--- src/pkg/cbic_pkg.sv ---
// Constants, request carrier and address compare for the I/O window, IRQ and bridge control slice.
// Assumes one clock shared with the configuration master and byte-addressed, dword-aligned requests.
package cbic_pkg;
  localparam logic [7:0] OFF_IO_TOP0 = 8'h30;
  localparam logic [7:0] OFF_IO_TOP1 = 8'h38;
  localparam logic [7:0] OFF_IRQ_NUM = 8'h3C;
  localparam logic [7:0] OFF_IRQ_CODE = 8'h3D;
  localparam logic [7:0] OFF_BRIDGE = 8'h3E;
  localparam int LIM_LSB = 2;
  localparam int LIM_MSB = 15;
  localparam logic [13:0] LIM_RESET = 14'h0000;
  localparam logic [7:0] IRQ_NUM_RESET = 8'hFF;
  localparam logic [15:0] BRIDGE_RESET = 16'h0340;
  localparam logic [15:0] BRIDGE_WMASK = 16'h07EF;
  localparam int SOCKET_RESET_OUT_BIT = 6;
  localparam int PREF0_BIT = 8;
  localparam int PREF1_BIT = 9;
  localparam logic [7:0] PIN_CODE_A = 8'h01;
  localparam logic [7:0] PIN_CODE_B = 8'h02;
  localparam logic [7:0] PIN_CODE_C = 8'h03;

  typedef struct packed {
    logic wr;
    logic rd;
    logic [7:0] addr;
    logic [3:0] be;
    logic [31:0] wdata;
  } cbic_cfg_req_s;

  // True when the address falls inside base..top; whether the window is enabled is left to the caller.
  function automatic logic cbic_io_hit(input logic [31:0] base, input logic [13:0] lim, input logic [31:0] addr);
    logic [31:0] top;
    top = {base[31:16], lim, 2'b11};
    cbic_io_hit = (addr[31:2] >= base[31:2]) && (addr <= top);
  endfunction : cbic_io_hit
endpackage : cbic_pkg

--- src/design/cbic_io_window.sv ---
// Decodes one I/O window from its base register and its top field.
// Assumes base and address come from logic on the same clock.
`timescale 1ns/1ps
module cbic_io_window (
  input wire logic [31:0] base_in,
  input wire logic [13:0] limit_in,
  input wire logic [31:0] addr_in,
  output logic enabled_out,
  output logic hit_out
);
  import cbic_pkg::*;

  always_comb begin
    enabled_out = (base_in != 32'h0000_0000) || (limit_in != LIM_RESET);
    hit_out = enabled_out && cbic_io_hit(base_in, limit_in, addr_in);
  end
endmodule : cbic_io_window

--- src/design/cbic_cfg_regs.sv ---
// Configuration register slice: I/O window tops, IRQ routing number, IRQ output code, bridge controls.
// Assumes configuration requests on the system clock; IRQ and primary reset arrive as pins.
`timescale 1ns/1ps
module cbic_cfg_regs (
  input wire logic CLK_SYS_IN,
  input wire logic RESET_IN,
  input wire logic CE_IN,
  input wire logic PRIMARY_BUS_RESET_IN,
  input wire cbic_pkg::cbic_cfg_req_s CFG_REQ_IN,
  output logic [31:0] CFG_RDATA_OUT,
  output logic CFG_ACK_OUT,
  input wire logic [1:0] FUNC_NUM_IN,
  input wire logic IO_LIMIT_SEL_IN,
  input wire logic PAIR_IRQ_TIE_IN,
  input wire logic ALL_IRQ_TIE_IN,
  input wire logic [31:0] IO_BASE0_IN,
  input wire logic [31:0] IO_BASE1_IN,
  input wire logic [31:0] IO_ADDR_IN,
  output logic [1:0] IO_HIT_OUT,
  input wire logic [2:0] FUNC_IRQ_IN,
  output logic [2:0] IRQ_OUT,
  output logic SOCKET_RESET_OUT,
  output logic WINDOW0_PREFETCH_FLAG_OUT,
  output logic WINDOW1_PREFETCH_FLAG_OUT,
  output logic [15:0] BRIDGE_CTRL_OUT
);
  import cbic_pkg::*;

  logic primary_bus_reset_meta, primary_bus_reset_sync;
  logic [2:0] irq_meta, irq_sync;
  logic [13:0] lim [2];
  logic [13:0] next_lim [2];
  logic [7:0] irq_num, next_irq_num;
  logic [15:0] bctl, next_bctl;
  logic [31:0] rdata, next_rdata;
  logic ack, next_ack;
  logic [1:0] hit, next_hit;
  logic [2:0] irq_o, next_irq_o;
  logic [1:0] win_hit;
  logic [7:0] pin_code;
  logic [1:0] low_bits;
  logic sel_top0, sel_top1, sel_misc;

  always_ff @(posedge CLK_SYS_IN) begin
    if (RESET_IN) begin
      primary_bus_reset_meta <= 1'b0;
      primary_bus_reset_sync <= 1'b0;
      irq_meta <= 3'h0;
      irq_sync <= 3'h0;
    end else if (CE_IN) begin
      primary_bus_reset_meta <= PRIMARY_BUS_RESET_IN;
      primary_bus_reset_sync <= primary_bus_reset_meta;
      irq_meta <= FUNC_IRQ_IN;
      irq_sync <= irq_meta;
    end
  end

  cbic_io_window u_win0 (
    .base_in(IO_BASE0_IN),
    .limit_in(lim[0]),
    .addr_in(IO_ADDR_IN),
    .enabled_out(),
    .hit_out(win_hit[0])
  );

  cbic_io_window u_win1 (
    .base_in(IO_BASE1_IN),
    .limit_in(lim[1]),
    .addr_in(IO_ADDR_IN),
    .enabled_out(),
    .hit_out(win_hit[1])
  );

  always_comb begin
    sel_top0 = CFG_REQ_IN.addr[7:2] == OFF_IO_TOP0[7:2];
    sel_top1 = CFG_REQ_IN.addr[7:2] == OFF_IO_TOP1[7:2];
    sel_misc = CFG_REQ_IN.addr[7:2] == OFF_IRQ_NUM[7:2];
    low_bits = {1'b0, IO_LIMIT_SEL_IN};
    if (ALL_IRQ_TIE_IN) begin
      pin_code = PIN_CODE_A;
    end else if (FUNC_NUM_IN == 2'd1) begin
      pin_code = PAIR_IRQ_TIE_IN ? PIN_CODE_A : PIN_CODE_B;
    end else if (FUNC_NUM_IN == 2'd2) begin
      pin_code = PIN_CODE_C;
    end else begin
      pin_code = PIN_CODE_A;
    end
  end

  always_comb begin
    next_lim = lim;
    next_irq_num = irq_num;
    next_bctl = bctl;
    if (CFG_REQ_IN.wr) begin
      if (sel_top0 || sel_top1) begin
        // Only lanes 0 and 1 carry writable bits; bits 31..16 and 1..0 never load.
        if (CFG_REQ_IN.be[0]) begin
          next_lim[sel_top1][5:0] = CFG_REQ_IN.wdata[7:LIM_LSB];
        end
        if (CFG_REQ_IN.be[1]) begin
          next_lim[sel_top1][13:6] = CFG_REQ_IN.wdata[LIM_MSB:8];
        end
      end
      if (sel_misc && CFG_REQ_IN.be[0]) begin
        next_irq_num = CFG_REQ_IN.wdata[7:0];
      end
      if (sel_misc && CFG_REQ_IN.be[2]) begin
        next_bctl[7:0] = CFG_REQ_IN.wdata[23:16] & BRIDGE_WMASK[7:0];
      end
      if (sel_misc && CFG_REQ_IN.be[3]) begin
        next_bctl[15:8] = CFG_REQ_IN.wdata[31:24] & BRIDGE_WMASK[15:8];
      end
    end
    if (primary_bus_reset_sync) begin
      next_lim[0] = LIM_RESET;
      next_lim[1] = LIM_RESET;
      next_irq_num = IRQ_NUM_RESET;
      next_bctl = BRIDGE_RESET;
      next_bctl[SOCKET_RESET_OUT_BIT] = bctl[SOCKET_RESET_OUT_BIT];
    end
  end

  always_comb begin
    next_ack = CFG_REQ_IN.rd || CFG_REQ_IN.wr;
    next_rdata = 32'h0000_0000;
    if (CFG_REQ_IN.rd) begin
      if (sel_top0) begin
        next_rdata = {16'h0000, lim[0], low_bits};
      end else if (sel_top1) begin
        next_rdata = {16'h0000, lim[1], low_bits};
      end else if (sel_misc) begin
        next_rdata = {bctl, pin_code, irq_num};
      end
    end
    next_hit = win_hit;
    if (ALL_IRQ_TIE_IN) begin
      next_irq_o = {2'b00, |irq_sync};
    end else if (PAIR_IRQ_TIE_IN) begin
      next_irq_o = {irq_sync[2], 1'b0, irq_sync[0] | irq_sync[1]};
    end else begin
      next_irq_o = irq_sync;
    end
  end

  always_ff @(posedge CLK_SYS_IN) begin
    if (RESET_IN) begin
      lim[0] <= LIM_RESET;
      lim[1] <= LIM_RESET;
      irq_num <= IRQ_NUM_RESET;
      bctl <= BRIDGE_RESET;
      rdata <= 32'h0000_0000;
      ack <= 1'b0;
      hit <= 2'b00;
      irq_o <= 3'h0;
    end else if (CE_IN) begin
      lim <= next_lim;
      irq_num <= next_irq_num;
      bctl <= next_bctl;
      rdata <= next_rdata;
      ack <= next_ack;
      hit <= next_hit;
      irq_o <= next_irq_o;
    end
  end

  always_comb begin
    CFG_RDATA_OUT = rdata;
    CFG_ACK_OUT = ack && CE_IN;
    IO_HIT_OUT = hit;
    IRQ_OUT = irq_o;
    SOCKET_RESET_OUT = bctl[SOCKET_RESET_OUT_BIT] | primary_bus_reset_sync;
    WINDOW0_PREFETCH_FLAG_OUT = bctl[PREF0_BIT];
    WINDOW1_PREFETCH_FLAG_OUT = bctl[PREF1_BIT];
    BRIDGE_CTRL_OUT = bctl;
  end
endmodule : cbic_cfg_regs

--- config.mk ---
export PLATFORM = sky130hd
export DESIGN_NAME = cbic_cfg_regs
export DESIGN_NICKNAME = d
export VERILOG_FILES = /design/src/pkg/cbic_pkg.sv /design/src/design/cbic_io_window.sv /design/src/design/cbic_cfg_regs.sv
export SDC_FILE = /design/constraint.sdc
export NUM_CORES = 1
export LEC_CHECK = 0
export BUFFER_PORTS_ARGS = -buffer_cell sky130_fd_sc_hd__clkbuf_2
export CORE_MARGIN = 2
export CORE_UTILIZATION = 45
export CTS_BUF_LIST = sky130_fd_sc_hd__clkbuf_4
export CTS_CLUSTER_SIZE = 30
export DETAILED_ROUTE_END_ITERATION = 10
export HOLD_SLACK_MARGIN = 0.03
export PLACE_DENSITY_LB_ADDON = 0.15
export SLEW_MARGIN = 20
export SYNTH_ARGS = -nofsm -noshare
export SYNTH_HDL_FRONTEND = slang
export SYNTH_HIERARCHICAL = 1
export SYNTH_SLANG_ARGS = --single-unit
export TNS_END_PERCENT = 100
--- constraint.sdc ---
create_clock -name CLK_SYS_IN -period 2.65 [get_ports CLK_SYS_IN]
set_input_delay 0.1325 -clock CLK_SYS_IN [delete_from_list [all_inputs] [get_ports CLK_SYS_IN]]
set_output_delay 0.1325 -clock CLK_SYS_IN [all_outputs]
set_load 0.02 [all_outputs]
==> metrics.cfg <==
[synthesis]
synthAdderAreaFrac_pct = 18.9
synthDistinctLibCells = 47
synth_xor_area_share_pct = 0
async_reset_ff_share_pct = 0
synth-compound-area-share_pct = 20.0
syn-cell-area_um2 = 5810
avgSynthCellArea_um2 = 8.35
yosys_warnings = 6
ys_ff_latch = 87
synth_cells = 696
synth_top_family_by_area = compound AO/OA/AOI/OAI gates
yosysSeqAreaShare_pct = 30.0
synthFlopType = dfxtp_1
synth-simple-area-share_pct = 19.5
synth-edff-count = 0
synth_mux_area_share_pct = 2.75

[place]
numPortBuffers = 196
place_inst = 1044
dpl_cell_area_um2 = 6920
gp_congestion = 0.875
dp_hpwl_um = 14100

[clocking]
htreeDepth = 3
clock_latency_ns = 0.45
ctsRootBufferMaster = clkbuf_4
clock-sinks = 87
cts_buffers = 9
cts_resized = 0
clock_path_buffers = 2
clkTransAtPathRegs_ns = 0.14
cts_tree = yes

[routing]
wirelength_um = 17700
vias_per_cell = 5.44
ant_nets = 0
dr.first_iter.drc_count = 312
routedWlPerCell_um = 16.2
first_pass_iters = 7
vias = 5945
drc_errors = 0

[sta]
skew_ns = 0.0219
period_share_pct = 83.9
setup_tns_ns = 0
maxSlewViolCount = 0
layout_min_cycle_time_ns = 2.22
maxSlewHeadroom_pct = 52.7
fmax_mhz = 450
hold_viol_final = 0
rsz0062_at_grt = no
setup_viol = 0
tightest_slew_ns = 0.707

[pwr]
combPwrFrac_pct = 22.3
p_clk_share_pct = 27.7
internal_power_mw = 1.88
seq_power_share_pct = 50.0
p_leak_nw = 3.48
p_per_area_nw_per_um2 = 359
p_total_mw = 2.65
max-vdd-ir-drop_uv = 160
p_sw_mw = 0.770
swShare_pct = 29.1

[grt]
antenna_found_initial = 0
grt_pass1_wl_um = 28200
gr-total-overflow = 0
grt_pass1_vias = 5819
grt_use_total_pct = 25.1
grt_max_degree = 28

[critical_path]
crit_arrival_ns = 2.57
worstSetupPathType = reg -> reg
cp-start-kind = register
cp-end-kind = register
cp_max_fo = 4
critPathRequiredTime_ns = 2.99

[cells_and_area]
drive_gt1_share_pct = 25.2
diodes = 0
layout.cells.non_filler = 1093
area_growth_pct = 27.0
fin_area_um2 = 7390
layout.nets = 1158

[die]
die_w_um = 118
dieArea_um2 = 13800
ios = 211
die_y_um = 118
rows = 41
core_um2 = 12600
initial_core_util_pct = 46.1

[run]
drv_cap = 0

[outcome]
status = completed

[hold_path]
hold_path.class = in -> reg

final cells by class:
type | instances | area (um^2)
clock buffers | 10 | 75.1
clock inverters | 6 | 61.3
fillers | 1191 | 5230
inverters | 88 | 330
multi-input cells | 493 | 3590
flip-flops and latches | 87 | 1740
well taps | 172 | 215
repair buffers | 237 | 1370
what timing repair did:
item	CTS	global route
endpoints found under the hold margin	52	0
endpoints found under the setup margin	0	0
hold buffers	33	0
setup buffers	0	0
worst max-delay path, cell delays in order, from the launching register on:
cell and delay, ns:
dfxtp_1 0.42, inv_1 0.07, ha_1 0.33, nand4_1 0.11
or4_1 0.56, nor2_1 0.11, nor4_1 0.05, o221a_1 0.30
mux2i_1 0.14, nor2_1 0.05
cells in the final DEF (no fill, tap or decap), drive strengths merged, types with 10 or more instances in the layout:
| cell type | synthesis | routed |
|---|---|---|
| a211oi | 10 | 10 |
| a21oi | 42 | 42 |
| a22o | 39 | 39 |
| clkbuf | 12 | 206 |
| dfxtp | 87 | 87 |
| dlygate4sd3 | 0 | 33 |
| ha | 88 | 88 |
| inv | 88 | 88 |
| mux2i | 16 | 16 |
| nand2 | 45 | 45 |
| nand2b | 19 | 19 |
| nand4 | 20 | 20 |
| nor2 | 46 | 46 |
| nor3 | 11 | 11 |
| nor4 | 29 | 29 |
| o21ai | 43 | 43 |
state kept, by name, summed over array words and instances (netlist names), 2 cells and up:
register,count
lim,28
CFG_RDATA_OUT,27
BRIDGE_CTRL_OUT,10
irq_num,8
IRQ_OUT,3
irq_meta,3
irq_sync,3
IO_HIT_OUT,2
final timing paths:
| check | startpoint | endpoint | slack, ns | depth (start not counted) |
|---|---|---|---|---|
| worst min register to register | CFG_RDATA_OUT[0] | CFG_RDATA_OUT[0] | 0.44 | 2 |
| worst max-delay path | lim[27] | IO_HIT_OUT[0] | 0.43 | 9 |
| worst min-delay path | PAIR_IRQ_TIE_IN | IRQ_OUT[1] | 0.04 | 4 |
| worst max register to register | lim[27] | IO_HIT_OUT[0] | 0.43 | 9 |
logic make-up (layout without fill, tap and decap cells):
group | Yosys count | after routing
compound gates | 174 | 174
fa+ha+maj | 88 | 88
buf+inv | 121 | 341
flops | 87 | 87
mux | 16 | 16
other cells | 1 | 6
simple gates | 209 | 209
power by group through the flow:
stage	clock (mW)	combinational, mW	sequential (mW)
final	0.734	0.590	1.32
after global routing	0.810	0.662	1.33
after CTS	0.746	0.582	1.32
after detailed placement	0	0.540	1.35
after global placement	0	0.519	1.35
after floorplan	0	0.304	1.35
cell usage after synthesis, types with 2 or more instances:
cell type	number	area [um^2]
ha_1	88	1100
inv_1	88	330
dfxtp_1	87	1740
nand2_1	44	165
nor2_1	43	161
a21oi_1	42	210
a22o_1	39	342
o21ai_0	39	195
nor4_1	29	181
nand4_1	20	125
nand2b_1	19	119
mux2i_1	16	160
buf_4	13	97.6
clkbuf_1	12	45.0
a211oi_1	10	75.1
nor3_1	9	45.0
a31oi_1	8	50.1
nand3b_1	8	60.1
o22a_1	8	70.1
a22oi_1	7	52.6
nand4b_1	7	61.3
or4_1	6	45.0
a21o_1	5	37.5
or3_1	5	31.3
buf_1	4	15.0
buf_2	4	20.0
nand3_1	4	20.0
o21ai_1	4	20.0
nor2_2	3	18.8
a31o_2	2	17.5
and2_1	2	12.5
and3_1	2	12.5
o21a_1	2	15.0
o221a_1	2	22.5
o221a_2	2	22.5
o31ai_1	2	15.0
per-stage QoR:
step | setup slack (ns) | util, % | hold slack, ns
final | 0.426 | 58.5 | 0.0446
after global routing | 0.253 | 58.5 | 0.0438
after CTS | 0.439 | 58.5 | 0.0307
after detailed placement | 0.451 | 54.8 | 0.346
after global placement | 0.457 | 54.8 | 0.341
after floorplan | 0.661 | - | 0.252
per-layer routing:
metal,track usage [%],vias to the layer above,wire (um)
li1,-,2970,-
met1,33.4,2749,8210
met2,41.2,201,8180
met3,4.36,25,997
met4,7.83,0,324
met5,0,-,0
(Power assumes the default switching activity.)
